File: src/core/nvsc_pkg.sv
// package: constants and carrier types for the nv sram host controller
// Functional notes
// RULE1: read happens with chip select and output gate low, write strobe, busy high.
// RULE2: in 16-bit mode, byte enables choose which read lanes drive.
// RULE3: read data follows address changes while the read stays enabled.
// RULE4: write happens with chip select and strobe low, busy high; end captures.
// RULE5: host holds address stable through the whole write cycle.
// RULE6: in 16-bit mode, byte enables choose which lanes a write updates.
// RULE7: host keeps output gate high during writes; device disables drivers anyway.
// RULE8: saves start by busy pin, address sequence, or power loss.
// RULE9: on power fail the device saves from its backup capacitor if enabled.
// RULE10: power-loss or pin saves are skipped without a write since last save.
// RULE11: sequence-started saves always execute.
// RULE12: no sram access while a save or restore runs.
// RULE13: busy pulled low starts a save after store_request_delay if latch set.
// RULE14: device holds busy low during any save, releasing at completion.
// RULE15: writes in progress get store_request_delay; new writes refused while busy low.
// RULE16: busy pulled low with latch clear still blocks access until released.
// RULE17: after a save, access waits until busy is seen high.
// RULE18: host keeps write strobe inactive after power-on restore until running.
// RULE19: without a backup capacitor the host issues the disable sequence.
// RULE20: device drives busy high briefly before releasing to pull-up.
// RULE21: device holds busy low during power-up restore.
// RULE22: save sequence is six reads 0x4E38 to 0x8FC0, aborted by other accesses.
// RULE23: device write latch set by writes, cleared by save or restore.
// RULE24: power fail is modelled as a digital input.
package nvsc_pkg;
    localparam int ADDR_W = 17;
    localparam int DATA_W = 16;
    // sequence addresses, 16-bit low part of the address bus
    localparam logic [15:0] SEQ_A0         = 16'h4E38;
    localparam logic [15:0] SEQ_A1         = 16'hB1C7;
    localparam logic [15:0] SEQ_A2         = 16'h83E0;
    localparam logic [15:0] SEQ_A3         = 16'h7C1F;
    localparam logic [15:0] SEQ_A4         = 16'h703F;
    localparam logic [15:0] SEQ_STORE      = 16'h8FC0;
    localparam logic [15:0] SEQ_RECALL     = 16'h4C63;
    localparam logic [15:0] SEQ_AS_DISABLE = 16'h8B45;
    localparam logic [15:0] SEQ_AS_ENABLE  = 16'h4B46;
    // bus phase timing in ns and derived cycles at 125 MHz
    localparam int CLK_PERIOD_NS  = 8;
    localparam int T_SETUP_NS     = 16;
    localparam int T_STROBE_NS    = 48;
    localparam int T_HOLD_NS      = 16;
    localparam int SETUP_CYC  = (T_SETUP_NS + CLK_PERIOD_NS - 1) / CLK_PERIOD_NS;
    localparam int STROBE_CYC = (T_STROBE_NS + CLK_PERIOD_NS - 1) / CLK_PERIOD_NS;
    localparam int HOLD_CYC   = (T_HOLD_NS + CLK_PERIOD_NS - 1) / CLK_PERIOD_NS;
    localparam int CNT_W      = 8;

    typedef enum logic [2:0]
    {
        NVSC_OP_READ    = 3'h0,
        NVSC_OP_WRITE   = 3'h1,
        NVSC_OP_STORE   = 3'h2,
        NVSC_OP_RECALL  = 3'h3,
        NVSC_OP_AS_OFF  = 3'h4,
        NVSC_OP_AS_ON   = 3'h5,
        NVSC_OP_HWSTORE = 3'h6
    } nvsc_op_t;

    typedef struct packed
    {
        nvsc_op_t            op;
        logic [ADDR_W-1:0]   addr;
        logic [DATA_W-1:0]   wdata;
        logic [1:0]          be;
    } nvsc_req_t;

    typedef struct packed
    {
        logic                ce_n;
        logic                we_n;
        logic                oe_n;
        logic                ub_n;
        logic                lb_n;
    } nvsc_ctl_t;
endpackage

File: src/core/nvsc_host.sv
// host controller driving the parallel pins of a nonvolatile static ram
`timescale 1ns/1ps
`default_nettype none
module nvsc_host
    import nvsc_pkg::*;
#(
    parameter int WIDE = 1
)
(
    // clock and reset
    input  wire logic              i_core_clk,
    input  wire logic              i_rst,
    // command port
    input  wire logic              i_req_valid,
    input  wire nvsc_req_t         i_req,
    output logic                   o_req_ready,
    output logic                   o_rsp_valid,
    output logic [DATA_W-1:0]      o_rsp_rdata,
    output logic                   o_rsp_refused,
    // memory pins
    output logic [ADDR_W-1:0]      o_mem_addr,
    output nvsc_ctl_t              o_mem_ctl,
    input  wire logic [DATA_W-1:0] i_mem_dq,
    output logic [DATA_W-1:0]      o_mem_dq,
    output logic                   o_mem_dq_oe,
    // busy pin, open drain
    input  wire logic              i_store_busy_n,
    output logic                   o_store_busy_n,
    output logic                   o_store_busy_oe,
    // status
    output logic                   o_busy_seen
);
    typedef enum logic [2:0]
    {
        ST_IDLE   = 3'b000,
        ST_SETUP  = 3'b001,
        ST_STROBE = 3'b011,
        ST_HOLD   = 3'b010,
        ST_HWREQ  = 3'b110,
        ST_WAITHI = 3'b111
    } nvsc_state_t;

    nvsc_state_t        state_q, state_d;
    nvsc_req_t          req_q, req_d;
    logic [CNT_W-1:0]   cnt_q, cnt_d;
    logic [2:0]         step_q, step_d;
    logic [DATA_W-1:0]  rdata_q, rdata_d;
    logic               rsp_q, rsp_d, ref_q, ref_d;
    logic               pull_q, pull_d;
    logic               lost_q, lost_d;
    logic [15:0]        seq_addr;
    logic               is_seq, is_wr, is_hw;

    function automatic logic op_is_seq(input nvsc_op_t op);
        return (op == NVSC_OP_STORE) || (op == NVSC_OP_RECALL) ||
               (op == NVSC_OP_AS_OFF) || (op == NVSC_OP_AS_ON);
    endfunction

    nvsc_seq_rom u_rom
    (
        .i_op   (req_q.op),
        .i_step (step_q),
        .o_addr (seq_addr)
    );

    assign is_seq = op_is_seq(req_q.op);
    assign is_wr  = (req_q.op == NVSC_OP_WRITE);
    assign is_hw  = (req_q.op == NVSC_OP_HWSTORE);
    assign o_req_ready = (state_q == ST_IDLE) && i_store_busy_n; // [RULE12]

    always_comb
    begin
        state_d = state_q;
        req_d   = req_q;
        cnt_d   = cnt_q;
        step_d  = step_q;
        rdata_d = rdata_q;
        rsp_d   = 1'b0;
        ref_d   = 1'b0;
        pull_d  = pull_q;
        lost_d  = lost_q;
        case (state_q)
            ST_IDLE:
            begin
                step_d = 3'h0;
                if (i_req_valid && o_req_ready)
                begin
                    req_d  = i_req;
                    cnt_d  = CNT_W'(SETUP_CYC);
                    lost_d = 1'b0;
                    if (i_req.op == NVSC_OP_HWSTORE)
                    begin
                        pull_d  = 1'b1; // [RULE8]
                        state_d = ST_HWREQ;
                    end
                    else
                        state_d = ST_SETUP;
                end
            end
            ST_SETUP:
            begin
                // busy low before the strobe opens: the device refuses the
                // write; a fall once the strobe is open lets it finish
                if (!i_store_busy_n && is_wr)
                    lost_d = 1'b1; // [RULE15]
                // address settles before the strobe opens [RULE5]
                if (cnt_q <= CNT_W'(1))
                begin
                    cnt_d   = CNT_W'(STROBE_CYC);
                    state_d = ST_STROBE;
                end
                else
                    cnt_d = cnt_q - CNT_W'(1);
            end
            ST_STROBE:
            begin
                if (cnt_q <= CNT_W'(1))
                begin
                    rdata_d = i_mem_dq; // [RULE1] [RULE3]
                    cnt_d   = CNT_W'(HOLD_CYC);
                    state_d = ST_HOLD;
                end
                else
                    cnt_d = cnt_q - CNT_W'(1);
            end
            ST_HOLD:
            begin
                if (cnt_q <= CNT_W'(1))
                begin
                    if (is_seq && step_q != 3'h5)
                    begin
                        // next read of the sequence, back to back [RULE22]
                        step_d  = step_q + 3'h1;
                        cnt_d   = CNT_W'(SETUP_CYC);
                        state_d = ST_SETUP;
                    end
                    else
                    begin
                        rsp_d   = 1'b1;
                        ref_d   = lost_q; // [RULE15]
                        state_d = (is_seq && req_q.op != NVSC_OP_AS_OFF &&
                                   req_q.op != NVSC_OP_AS_ON)
                                  ? ST_WAITHI : ST_IDLE;
                    end
                end
                else
                    cnt_d = cnt_q - CNT_W'(1);
            end
            ST_HWREQ:
            begin
                // hold the pin low for one setup time then let go [RULE13]
                if (cnt_q <= CNT_W'(1))
                begin
                    pull_d  = 1'b0;
                    rsp_d   = 1'b1;
                    state_d = ST_WAITHI;
                end
                else
                    cnt_d = cnt_q - CNT_W'(1);
            end
            ST_WAITHI:
            begin
                // device may take a while to pull busy low; wait for high
                // after release, no access until then [RULE14] [RULE17]
                if (i_store_busy_n && cnt_q == CNT_W'(0))
                    state_d = ST_IDLE;
                else if (cnt_q != CNT_W'(0))
                    cnt_d = cnt_q - CNT_W'(1);
            end
            default:
                state_d = ST_IDLE;
        endcase
    end

    always_ff @(posedge i_core_clk or posedge i_rst)
    begin
        if (i_rst)
        begin
            state_q <= ST_IDLE;
            req_q   <= '0;
            cnt_q   <= '0;
            step_q  <= 3'h0;
            rdata_q <= '0;
            rsp_q   <= 1'b0;
            ref_q   <= 1'b0;
            pull_q  <= 1'b0;
            lost_q  <= 1'b0;
        end
        else
        begin
            state_q <= state_d;
            req_q   <= req_d;
            cnt_q   <= cnt_d;
            step_q  <= step_d;
            rdata_q <= rdata_d;
            rsp_q   <= rsp_d;
            ref_q   <= ref_d;
            pull_q  <= pull_d;
            lost_q  <= lost_d;
        end
    end

    // pin drive; write strobe idles high from reset onward [RULE18]
    always_comb
    begin
        logic active;
        active = (state_q == ST_SETUP) || (state_q == ST_STROBE) ||
                 (state_q == ST_HOLD);
        o_mem_addr = req_q.addr;
        if (is_seq)
            o_mem_addr = {1'b0, seq_addr}; // [RULE22]
        o_mem_ctl.ce_n = !(state_q == ST_STROBE);
        o_mem_ctl.we_n = !(state_q == ST_STROBE && is_wr); // [RULE4]
        o_mem_ctl.oe_n = !(state_q == ST_STROBE && !is_wr); // [RULE7]
        o_mem_ctl.ub_n = (WIDE != 0) ? !(active && (is_seq || req_q.be[1]))
                                     : 1'b1; // [RULE2] [RULE6]
        o_mem_ctl.lb_n = !(active && (is_seq || req_q.be[0]));
        o_mem_dq    = req_q.wdata;
        o_mem_dq_oe = active && is_wr && !is_hw; // [RULE7]
    end

    assign o_store_busy_n  = 1'b0;
    assign o_store_busy_oe = pull_q; // [RULE13]
    assign o_rsp_valid     = rsp_q;
    assign o_rsp_rdata     = rdata_q;
    assign o_rsp_refused   = ref_q;
    assign o_busy_seen     = !i_store_busy_n; // [RULE16] [RULE21]
endmodule
`default_nettype wire

File: src/core/nvsc_seq_rom.sv
// sequence address lookup for the six-read software commands
`timescale 1ns/1ps
`default_nettype none
module nvsc_seq_rom
    import nvsc_pkg::*;
(
    // selection
    input  wire nvsc_op_t    i_op,
    input  wire logic [2:0]  i_step,
    // address
    output logic [15:0]      o_addr
);
    always_comb
    begin
        case (i_step)
            3'h0:    o_addr = SEQ_A0;
            3'h1:    o_addr = SEQ_A1;
            3'h2:    o_addr = SEQ_A2;
            3'h3:    o_addr = SEQ_A3;
            3'h4:    o_addr = SEQ_A4;
            default:
            begin
                case (i_op)
                    NVSC_OP_RECALL: o_addr = SEQ_RECALL;
                    NVSC_OP_AS_OFF: o_addr = SEQ_AS_DISABLE; // [RULE19]
                    NVSC_OP_AS_ON:  o_addr = SEQ_AS_ENABLE;
                    default:        o_addr = SEQ_STORE;
                endcase
            end
        endcase
    end
endmodule
`default_nettype wire

File: config.mk
export PLATFORM = sky130hd
export DESIGN_NAME = nvsc_host
export DESIGN_NICKNAME = d
export VERILOG_FILES = /design/src/core/nvsc_pkg.sv /design/src/core/nvsc_host.sv /design/src/core/nvsc_seq_rom.sv
export SDC_FILE = /design/constraint.sdc
export NUM_CORES = 1
export LEC_CHECK = 0
export BUFFER_PORTS_ARGS = -buffer_cell sky130_fd_sc_hd__buf_4
export CORE_MARGIN = 5
export CORE_UTILIZATION = 51
export CTS_CLUSTER_SIZE = 10
export DETAILED_ROUTE_END_ITERATION = 12
export PLACE_DENSITY = 0.8
export SKIP_CTS_REPAIR_TIMING = 1
export SKIP_LAST_GASP = 1
export SYNTH_ARGS = -nofsm -noshare
export SYNTH_HDL_FRONTEND = slang
export SYNTH_HIERARCHICAL = 1
export SYNTH_SLANG_ARGS = --single-unit
File: constraint.sdc
create_clock -name i_core_clk -period 3 [get_ports i_core_clk]
set_input_delay 0.45 -clock i_core_clk [delete_from_list [all_inputs] [get_ports i_core_clk]]
set_output_delay 0.45 -clock i_core_clk [all_outputs]
set_load 0.01 [all_outputs]
==> results of run 1 <==
==> how the worst max path moves through the flow <==
| stage | end | slack, ns | depth (start not counted) |
|---|---|---|---|
| 3_5_place_dp | req_q[30] | 0.54 | 4 |
| 6_report | o_mem_addr[16] | 0.39 | 4 |
| 2_1_floorplan | cnt_q[0] | 0.73 | 1 |
| 3_3_place_gp | req_q[36] | 0.61 | 4 |
| 4_1_cts | o_mem_addr[16] | 0.39 | 4 |
| 5_1_grt | o_mem_addr[15] | 0.22 | 5 |
==> cells by family after synthesis <==
group,Yosys count
simple gates,129
compound gates,53
mux,58
flops,72
fa+ha+maj,4
other cells,1
xor+xnor,4
buf+inv,48
==> registers in the layout, summed over array words and instances, names as in the netlist <==
signal / count
req_q: 22
o_mem_dq: 16
o_rsp_rdata: 16
cnt_q: 8
state_q: 3
step_q: 3
lost_q: 1
o_rsp_refused: 1
o_rsp_valid: 1
o_store_busy_oe: 1
==> cells in the mapped netlist (4+ instances only) <==
library cell / n
inv_1: 11
buf_4: 19
nand2_1: 64
ha_1: 4
nor2_1: 18
nor3_1: 5
buf_2: 5
nor3b_1: 4
nand3_1: 5
mux2_2: 54
and2_1: 5
nor2b_1: 6
o21ai_0: 15
clkbuf_1: 8
a21oi_1: 10
a211oi_1: 4
nand2b_1: 9
o2bb2ai_1: 5
dfrtp_1: 72
==> cell type report <==
type,count,area (µm²),area share [%]
timing repair buffer,123,936,19.2
multi-input combinational,249,1740,35.7
inverter,12,47.5,0.977
tap,99,124,2.55
sequential,72,1800,37.0
clock inverter,6,92.6,1.90
clock buffer,10,128,2.62
==> power by group through the flow <==
| stage | Sequential [mW] | Clock (mW) | Combinational, mW |
|---|---|---|---|
| floorplan | 1.71 | 0 | 1.85 |
| detailed placement | 1.78 | 0 | 2.86 |
| CTS | 1.76 | 0.867 | 2.86 |
| global route | 1.83 | 0.916 | 3.11 |
| global placement | 1.74 | 0 | 2.77 |
| finish | 1.76 | 0.847 | 2.83 |
==> worst max-delay path, delay by kind of cell (launching register included) <==
| kind | cells | cell delay [ns] |
|---|---|---|
| flip-flops | 1 | 0.48 |
| AND/OR/NAND/NOR | 3 | 1.23 |
| buffers and inverters | 1 | 0.12 |
==> metal layers <==
layer | up-vias | global-route usage (%) | share of wire [%]
li1 | 1444 | - | -
met1 | 1469 | 24.3 | 40
met2 | 78 | 36.9 | 53
met3 | 4 | 4.77 | 5.8
met4 | 0 | 5.61 | 0.80
met5 | - | 0 | 0
==> stage by stage <==
| stage | power (mW) | setup slack (ns) |
|---|---|---|
| floorplan | 3.56 | 0.725 |
| global placement | 4.51 | 0.606 |
| detailed placement | 4.63 | 0.542 |
| CTS | 5.49 | 0.393 |
| global route | 5.86 | 0.224 |
| finish | 5.44 | 0.392 |
==> results by group, run 1 <==
Power
  • PwrDens: 1120 nW/µm²
  • Combinational power share: 52.0%
  • Max IR drop VDD: 0.644 mV
  • Lkg Pwr: 2.36 nW
  • Int Power: 3.30 mW
  • Clock power share: 15.6%
  • Switching Fraction: 39.3%
  • Power share of the sequential group: 32.4%
  • P_sw: 2.13 mW

Cells and area
  • Area Growth Syn to Fin: 28.1%
  • Finished Cell Area: 4870 µm²
  • Most common cell after layout, fill and taps aside: buf_4
  • Antenna Cells: 0
  • Nets: 529
  • Finished Layout Cells: 571
  • # fillers: 597
  • Fin util: 67.1%
  • Layout cells sized above 1: 43.2%
  • Most frequent cells in the layout: buf_4 (122), dfrtp_1 (72), nand2_1 (64)

Global routing
  • Grt total ovfl: 0
  • Vias in the first global route: 3124
  • First-pass GRT wire length: 14.8 mm
  • Antenna violations before repair: 0
  • Largest net degree at the start of global routing: 30
  • Gr usage total: 20.4%

STA
  • F_max: 383 MHz
  • Worst relative slew slack: 30.7%
  • Hold Vio Cnt, Final: 0
  • Period utilization: 86.9%
  • Slew @ Worst Pin: 1.04 ns
  • Clk_skew: 0.00557 ns
  • Min Hold Slack: 0.124 ns
  • Count of pins over their slew limit: 0
  • Final setup viols: 0
  • Final setup TNS: 0 ns
  • Fin crit period: 2.61 ns
  • RSZ-0062 raised after global routing: no

Setup path
  • Critical Path RT: 2.55 ns
  • Critical Path Source: req_q[37]
  • Slowest cell on crit path: nor2_1
  • Reg-to-reg startpoint: state_q[1]
  • Reg-to-Reg End: req_q[30]
  • CP Cell Sequence: nor2b_1 > nor2_1 > and2_1 > buf_4
  • Worst setup SP type: flip-flop
  • CP Capture Type: primary output
  • Max stage delay on crit path: 0.81 ns
  • Critical path data arrival time: 2.16 ns
  • R2r setup slk: 0.53 ns
  • Kind of critical path: flip-flop to primary output
  • Worst reg2reg path depth: 4
  • Critical Path Fanout Max: 17

Synthesis
  • Mapped Avg Cell Area: 10.3 µm²
  • Simple-gate share of the synthesized area: 16.1%
  • Yosys top cell area share: 47.4%
  • YS warnings: 6
  • Synth area leaders: dfrtp_1 (47%), mux2_2 (16%), nand2_1 (6.3%), buf_4 (3.8%), o21ai_0 (2.0%)
  • Post-synthesis mux area share: 17.3%
  • FF+latch count, synth: 72
  • Synth unique cells: 54
  • Synthesized area: 3800 µm²
  • Ys async rst share: 100%
  • Post-synth EDFFs: 0
  • Cells after Synth: 369
  • Synth Area in Compound Gates: 9.75%
  • Area leader, netlist: dfrtp_1
  • Largest family of logic cells by synthesized area: multiplexers
  • Top FF cell, synth: dfrtp_1
  • Sequential fraction of the synthesis area: 47.4%
  • Adder-cell share of the synthesized area: 1.32%
  • Post-Syn Nets: 431
  • XOR/XNOR Fraction of Synth Area: 0.922%

Clock network
  • Clock buffer depth: 2
  • Root Driver: clkbuf_8
  • Worst-path clk slew: 0.08 ns
  • Clk_lat worst skew: 0.33 ns
  • CTS tree: done
  • Clk sink count: 72
  • Total CTS buffers: 9
  • Htree depth: 3

Floorplanning
  • Initial Util: 52.4%
  • Site Rows: 31
  • Die area: 9270 µm²
  • Die width: 96.3 µm
  • Core Box Area: 7250 µm²
  • Ports: 119
  • Die outline height: 96.3 µm

Route
  • DR iter-0 viols: 193
  • ANT nets after route: 0
  • Pre-antenna DRT Iters: 6
  • Vias per cell: 5.25
  • WL final: 9.09 mm
  • Via count: 2995
  • Average routed wire per standard cell: 15.9 µm
  • DRC violations left: 0

Outcome
  • Outcome: completed

Placement
  • Placed Instance Area: 4650 µm²
  • Count of input and output buffers: 117
  • GP Congestion: 0.831
  • Hpwl dp: 7.00 mm
  • Placed cells: 555

Job
  • Maxcap violations: 0

Worst hold path
  • HP Class: input pin to async pin
Note: power is estimated with default switching activity, not from simulation.
==> inputs of run 2 (changes only) <==
--- a/config.mk
+++ b/config.mk
@@ -6,11 +6,13 @@
 export NUM_CORES = 1
 export LEC_CHECK = 0
 export BUFFER_PORTS_ARGS = -buffer_cell sky130_fd_sc_hd__buf_4
+export CELL_PAD_IN_SITES_DETAIL_PLACEMENT = 2
+export CELL_PAD_IN_SITES_GLOBAL_PLACEMENT = 2
 export CORE_MARGIN = 5
-export CORE_UTILIZATION = 51
+export CORE_UTILIZATION = 31
 export CTS_CLUSTER_SIZE = 10
 export DETAILED_ROUTE_END_ITERATION = 12
-export PLACE_DENSITY = 0.8
+export PLACE_DENSITY_LB_ADDON = 0.1
 export SKIP_CTS_REPAIR_TIMING = 1
 export SKIP_LAST_GASP = 1
 export SYNTH_ARGS = -nofsm -noshare
==> run 2 against run 1 <==
  * Register-to-register slack improved by 0.16 ns
  * Largest cell class unchanged
  * Hold slack worse by 0.077 ns
  * Combinational power grew 2%
  * Core utilization is 25 points lower
  * Sequential power barely moved
==> results by group, run 2 (synthesis gave the netlist of run 1 again) <==
Placement
  • Count of input and output buffers: 117 (unchanged)
  • Hpwl dp: 8.36 mm (was 7.00 mm)
  • Placed cells: 604 (was 555)
  • GP Congestion: 0.763 (was 0.831)

Route
  • Met3 WL: 1.08 mm (was 528 µm)
  • DRC violations left: 0 (unchanged)
  • ANT nets after route: 0 (unchanged)
  • Top Layer Used: met4 (unchanged)
  • Pre-antenna DRT Iters: 4 (was 6)
  • Met2 routed WL: 5.34 mm (was 4.84 mm)
  • Via count: 3059 (was 2995)
  • Vias per cell: 4.93 (was 5.25)
  • DR iter-0 viols: 97 (was 193)
  • Average routed wire per standard cell: 18.0 µm (was 15.9 µm)
  • Routed met1 length: 4.59 mm (was 3.65 mm)
  • WL final: 11.2 mm (was 9.09 mm)

STA
  • Fin crit period: 2.41 ns (was 2.61 ns)
  • Final setup TNS: 0 ns (unchanged)
  • Clk_skew: 0.00506 ns (was 0.00557 ns)
  • Count of pins over their slew limit: 0 (unchanged)
  • Min Hold Slack: 0.0469 ns (was 0.124 ns)
  • Worst relative slew slack: 57.7% (was 30.7%)
  • Final setup viols: 0 (unchanged)
  • F_max: 414 MHz (was 383 MHz)
  • Period utilization: 80.5% (was 86.9%)
  • Hold Vio Cnt, Final: 0 (unchanged)
  • Slew @ Worst Pin: 0.635 ns (was 1.04 ns)
  • RSZ-0062 raised after global routing: no (unchanged)

Global routing
  • Antenna violations before repair: 0 (unchanged)
  • First-pass GRT wire length: 18.4 mm (was 14.8 mm)
  • Largest net degree at the start of global routing: 63 (was 30)
  • Vias in the first global route: 3478 (was 3124)
  • Grt total ovfl: 0 (unchanged)
  • Gr usage total: 16.3% (was 20.4%)

Job
  • Maxcap violations: 0 (unchanged)

Cells and area
  • Fin util: 41.8% (was 67.1%)
  • Finished Layout Cells: 620 (was 571)
  • Most common cell after layout, fill and taps aside: buf_4 (unchanged)
  • # fillers: 1311 (was 597)
  • Layout cells sized above 1: 43.6% (was 43.2%)
  • Max reg flops: 22 (unchanged)
  • Most frequent cells in the layout: buf_4 (122), dfrtp_1 (72), nand2_1 (64) (unchanged)
  • Flip-flop and latch area: 1800 µm² (unchanged)
  • Antenna Cells: 0 (unchanged)
  • Area Growth Syn to Fin: 32.2% (was 28.1%)
  • Multi-input logic area: 1740 µm² (unchanged)
  • Nets: 530 (was 529)
  • Biggest register: req_q (unchanged)

Setup path
  • Critical Path RT: 2.55 ns (about the same)
  • Critical path data arrival time: 1.96 ns (was 2.16 ns)
  • Kind of critical path: flip-flop to primary output (unchanged)
  • Slowest cell on crit path: dfrtp_1 (was nor2_1)
  • WP buf/inv: 2 (was 1)
  • Max stage delay on crit path: 0.48 ns (was 0.81 ns)
  • Critical Path Fanout Max: 11 (was 17)
  • CP Cell Sequence: nor2b_1 > nor2_1 > buf_4 > nand2_1 > nand2_1 > buf_4 (was nor2b_1 > nor2_1 > and2_1 > buf_4)
  • Largest delay share family, worst path: simple AND/OR/NAND/NOR gates (unchanged)
  • Worst setup SP type: flip-flop (unchanged)
  • CP Capture Type: primary output (unchanged)

Floorplanning
  • Core Box Area: 12000 µm² (was 7250 µm²)
  • Ports: 119 (unchanged)
  • Die area: 14600 µm² (was 9270 µm²)
  • Die width: 121 µm (was 96.3 µm)
  • Initial Util: 31.6% (was 52.4%)
  • Site Rows: 40 (was 31)
  • Die outline height: 121 µm (was 96.3 µm)

Clock network
  • Clk_lat worst skew: 0.34 ns (was 0.33 ns)
  • Clock buffer depth: 2 (unchanged)
  • Worst-path clk slew: 0.06 ns (was 0.08 ns)
  • Clk sink count: 72 (unchanged)
  • Htree depth: 3 (unchanged)
  • CTS tree: done (unchanged)
  • Total CTS buffers: 9 (unchanged)
  • Root Driver: clkbuf_16 (was clkbuf_8)

Power
  • Max IR drop VDD: 0.467 mV (was 0.644 mV)
  • Lkg Pwr: 2.41 nW (was 2.36 nW)
  • Overall Power: 5.76 mW (was 5.44 mW)
  • PwrDens: 1150 nW/µm² (was 1120 nW/µm²)

Outcome
  • Outcome: completed (unchanged)

Worst hold path
  • HP Class: input pin to async pin (unchanged)
[run 2: layout make-up]
type	instances	share of cell area [%]
clock buffer	9	4.49
clock inverter	7	1.40
inverter	12	0.947
multi-input combinational	249	34.6
sequential	72	35.9
tap	147	3.66
timing repair buffer	124	19.0
[run 2: stage by stage]
stage,setup slack (ns),cell area [µm²]
after floorplan,0.725,3800
after global placement,0.815,4730
after detailed placement,0.685,4730
after CTS,0.539,5020
after global routing,0.416,5020
final,0.586,5020
[run 2: path summary, 6_finish.rpt]
path                            startpoint  cells after the start              end  slack [ns]
worst max-delay path             req_q[37]                      6   o_mem_addr[10]        0.59
worst min-delay path                 i_rst                      2      o_mem_dq[0]        0.05
worst max register to register    cnt_q[0]                      6  o_rsp_rdata[15]        0.69
worst min register to register   req_q[20]                      1        req_q[20]        0.50
max in group asynchronous            i_rst                      3        req_q[33]        2.33
min in group i_core_clk           i_req[6]                      2      o_mem_dq[4]        0.34
[run 2: power breakdown]
part	total [mW]	switching, mW	internal, mW
clock	1.08	0.435	0.643
combinational	2.90	1.46	1.44
sequential	1.78	0.372	1.41
[run 2: metal layers]
layer | global-route usage [%] | up-vias
li1 | - | 1438
met1 | 18.8 | 1521
met2 | 26.2 | 87
met3 | 7.86 | 13
met4 | 5.95 | 0
met5 | 0 | -
==> inputs of run 3 (changes only) <==
--- a/config.mk
+++ b/config.mk
@@ -5,11 +5,12 @@
 export SDC_FILE = /design/constraint.sdc
 export NUM_CORES = 1
 export LEC_CHECK = 0
+export ABC_AREA = 1
 export BUFFER_PORTS_ARGS = -buffer_cell sky130_fd_sc_hd__buf_4
 export CELL_PAD_IN_SITES_DETAIL_PLACEMENT = 2
 export CELL_PAD_IN_SITES_GLOBAL_PLACEMENT = 2
 export CORE_MARGIN = 5
-export CORE_UTILIZATION = 31
+export CORE_UTILIZATION = 26
 export CTS_CLUSTER_SIZE = 10
 export DETAILED_ROUTE_END_ITERATION = 12
 export PLACE_DENSITY_LB_ADDON = 0.1
==> constraint.sdc (replaced) <==
create_clock -name i_core_clk -period 2.06 [get_ports i_core_clk]
set_input_delay 0.309 -clock i_core_clk [delete_from_list [all_inputs] [get_ports i_core_clk]]
set_output_delay 0.309 -clock i_core_clk [all_outputs]
set_load 0.01 [all_outputs]
==> run 3 against run 2 <==
  * Cell count rose by 27%
  * Core utilization is 5.7 points lower
  * Via count grew 17%
  * Worst setup slack got worse by 0.54 ns
  * Register-to-register slack worse by 0.51 ns
  * Non-clock buffer count increased by 8
  * Combinational power is 94% higher
  * Clock-buffer cell count increased by 2
  * Critical path type unchanged
  * Largest power group unchanged
==> results by group, run 3 <==
Cells and area
  • Most frequent cells in the layout: nand2_1 (181), buf_4 (126), dfrtp_1 (66) (was buf_4 (122), dfrtp_1 (72), nand2_1 (64))
  • Layout cells sized above 1: 37.5% (was 43.6%)
  • Antenna Cells: 0 (unchanged)
  • Max reg flops: 22 (unchanged)
  • Most common cell after layout, fill and taps aside: nand2_1 (was buf_4)
  • Biggest register: req_q (unchanged)
  • Area Growth Syn to Fin: 37.8% (was 32.2%)
  • Nets: 655 (was 530)

Global routing
  • Gr usage total: 15.0% (was 16.3%)
  • Antenna violations before repair: 0 (unchanged)
  • Largest net degree at the start of global routing: 35 (was 63)
  • Grt total ovfl: 0 (unchanged)
  • Vias in the first global route: 4137 (was 3478)
  • First-pass GRT wire length: 21.1 mm (was 18.4 mm)

Synthesis
  • Most common library cells after synthesis: nand2_1 (190), dfrtp_1 (72), inv_1 (38), nor2_1 (23) (was dfrtp_1 (72), nand2_1 (64), mux2_2 (54), buf_4 (19), nor2_1 (18))
  • Mapped Avg Cell Area: 8.23 µm² (was 10.3 µm²)
  • Ys async rst share: 100% (unchanged)
  • Largest family of logic cells by synthesized area: simple AND/OR/NAND/NOR gates (was multiplexers)
  • Yosys top cell area share: 45.5% (was 47.4%)
  • YS warnings: 6 (unchanged)
  • Post-synth EDFFs: 0 (unchanged)
  • Most frequent cell after synthesis: nand2_1 (was dfrtp_1)
  • FF+latch count, synth: 72 (unchanged)
  • Synth area leaders: dfrtp_1 (46%), nand2_1 (18%), mux2_2 (5.7%), mux2_4 (3.8%), buf_4 (3.6%) (was dfrtp_1 (47%), mux2_2 (16%), nand2_1 (6.3%), buf_4 (3.8%), o21ai_0 (2.0%))
  • Top FF cell, synth: dfrtp_1 (unchanged)
  • Synthesized area: 3960 µm² (was 3800 µm²)
  • Area leader, netlist: dfrtp_1 (unchanged)
  • Post-synthesis mux area share: 9.48% (was 17.3%)
  • XOR/XNOR Fraction of Synth Area: 0.664% (was 0.922%)
  • Synth Area in Compound Gates: 4.62% (was 9.75%)
  • Sequential fraction of the synthesis area: 45.5% (was 47.4%)
  • Synth unique cells: 32 (was 54)
  • Post-Syn Nets: 543 (was 431)
  • Adder-cell share of the synthesized area: 1.26% (was 1.32%)
  • Cells after Synth: 481 (was 369)
  • Simple-gate share of the synthesized area: 29.2% (was 16.1%)

Power
  • P_sw: 4.15 mW (was 2.27 mW)
  • Clock power share: 17.2% (was 18.7%)
  • Int Power: 5.82 mW (was 3.50 mW)
  • Lkg Pwr: 2.89 nW (was 2.41 nW)
  • PwrDens: 1830 nW/µm² (was 1150 nW/µm²)
  • Power share of the sequential group: 26.2% (was 30.9%)
  • Combinational power share: 56.6% (was 50.3%)
  • Switching Fraction: 41.6% (was 39.3%)
  • Max IR drop VDD: 0.681 mV (was 0.467 mV)
  • Overall Power: 9.96 mW (was 5.76 mW)

STA
  • RSZ-0062 raised after global routing: yes (was no)
  • Count of pins over their slew limit: 0 (unchanged)
  • Clk_skew: 0.00861 ns (was 0.00506 ns)
  • F_max: 497 MHz
  • Final setup viols: 0 (unchanged)
  • Final setup TNS: 0 ns (unchanged)
  • Worst relative slew slack: 61.5% (was 57.7%)
  • Hold Vio Cnt, Final: 0 (unchanged)
  • Worst Slack Setup Final: 0.0480 ns (was 0.586 ns)
  • Fin crit period: 2.01 ns
  • Slew @ Worst Pin: 0.576 ns (was 0.635 ns)
  • Period utilization: 97.7%

Route
  • Met2 routed WL: 6.85 mm (was 5.34 mm)
  • Vias per cell: 4.58 (was 4.93)
  • WL final: 13.0 mm (was 11.2 mm)
  • Met3 WL: 774 µm (was 1.08 mm)
  • Routed met1 length: 5.26 mm (was 4.59 mm)
  • Top Layer Used: met4 (unchanged)
  • Average routed wire per standard cell: 16.6 µm (was 18.0 µm)
  • DR iter-0 viols: 86 (was 97)
  • Pre-antenna DRT Iters: 4 (unchanged)
  • DRC violations left: 0 (unchanged)
  • ANT nets after route: 0 (unchanged)
  • Via count: 3594 (was 3059)

Worst hold path
  • HP Class: input pin to async pin (unchanged)

Setup path
  • Critical Path Fanout Max: 7 (was 11)
  • CP Capture Type: primary output (unchanged)
  • Worst setup SP type: flip-flop (unchanged)
  • Kind of critical path: flip-flop to primary output (unchanged)
  • Critical path data arrival time: 1.70 ns (was 1.96 ns)
  • Critical Path RT: 1.75 ns (was 2.55 ns)

Outcome
  • Outcome: completed (unchanged)

Floorplanning
  • Die area: 17800 µm² (was 14600 µm²)
  • Core Box Area: 15100 µm² (was 12000 µm²)
  • Die width: 133 µm (was 121 µm)
  • Ports: 119 (unchanged)
  • Initial Util: 26.2% (was 31.6%)
  • Site Rows: 45 (was 40)
  • Die outline height: 133 µm (was 121 µm)

Job
  • Maxcap violations: 0 (unchanged)

Clock network
  • CTS tree: done (unchanged)
  • Htree depth: 3 (unchanged)
  • Clock buffer depth: 2 (unchanged)
  • Clk sink count: 72 (unchanged)
  • Total CTS buffers: 9 (unchanged)
  • Clk_lat worst skew: 0.34 ns (about the same)
  • Root Driver: clkbuf_16 (unchanged)
  • Worst-path clk slew: 0.06 ns (about the same)

Placement
  • Hpwl dp: 10.0 mm (was 8.36 mm)
  • Count of input and output buffers: 117 (unchanged)
  • GP Congestion: 0.829 (was 0.763)
  • Placement Setup Slack: 0.145 ns (was 0.685 ns)
## run 3: changes by cell type in the layout (fill, tap and decap cells not counted), moves of 9 or more
| cell | delta |
|---|---|
| inv_1 | +23 |
| mux2_2 | -42 |
| mux2_4 | +16 |
| nand2_1 | +117 |
| nand2_2 | +13 |
| nand2b_1 | -9 |
| nand3_1 | +15 |
## run 3: power by group through the flow
stage	registers, mW	logic, mW	clock network, mW
finish	2.61	5.64	1.72
CTS	2.60	5.34	1.79
detailed placement	2.61	5.31	0
global placement	2.57	5.18	0
floorplan	2.53	3.31	0
global route	2.70	6.28	1.84
## run 3: cell type report
class	count	area, µm²
Multi-Input combinational cell	337	1880
Timing Repair Buffer	132	1050
Tap cell	188	235
Inverter	41	160
Clock inverter	4	77.6
Sequential cell	72	1810
Clock buffer	11	243
Fill cell	1706	9640
## run 3: cells by family (layout without fill, tap and decap cells)
family,count (synthesis),after routing
xor gates and xnor gates,3,3
buffers and inverters,72,188
muxes,30,30
DFF,72,72
adders and majority gates,4,4
and+or+nand+nor,265,265
AOI/OAI and AO/OA,34,34
other,1,1
## run 3: worst paths after layout
kind                       slack (ns)   startpoint             end  cells after the start
max                              0.05    req_q[37]   o_mem_addr[2]                      6
min                              0.03        i_rst        req_q[1]                      2
max reg2reg                      0.18     cnt_q[0]  o_rsp_rdata[6]                      8
min reg2reg                      0.48  o_mem_dq[8]     o_mem_dq[8]                      2
max in group asynchronous        1.50        i_rst      state_q[1]                      3
min in group i_core_clk          0.15    i_req[24]       req_q[24]                      3
## run 3: metal layers
metal | track usage (%) | up-vias
met5 | 0 | -
met1 | 16.6 | 1783
met4 | 3.94 | 0
li1 | - | 1726
met2 | 27.2 | 76
met3 | 5.32 | 9
## run 3: worst max-delay path, cell delays in order (launching register included)
cell and delay, ns:
dfrtp_2 0.45, inv_4 0.09, nand2_2 0.07, nand2_4 0.12, buf_12 0.14, mux2_2 0.34
buf_4 0.15
## run 3: metrics by stage
step           util (%)  instances  hold slack (ns)  area [µm²]
6_report           36.1        785           0.0310        5450
5_1_grt            36.1        785           0.0664        5450
4_1_cts            35.1        781           0.0378        5300
3_5_place_dp       33.0        766            0.416        4970
3_3_place_gp       33.0        766            0.405        4970
2_1_floorplan         -        481            0.419        3960
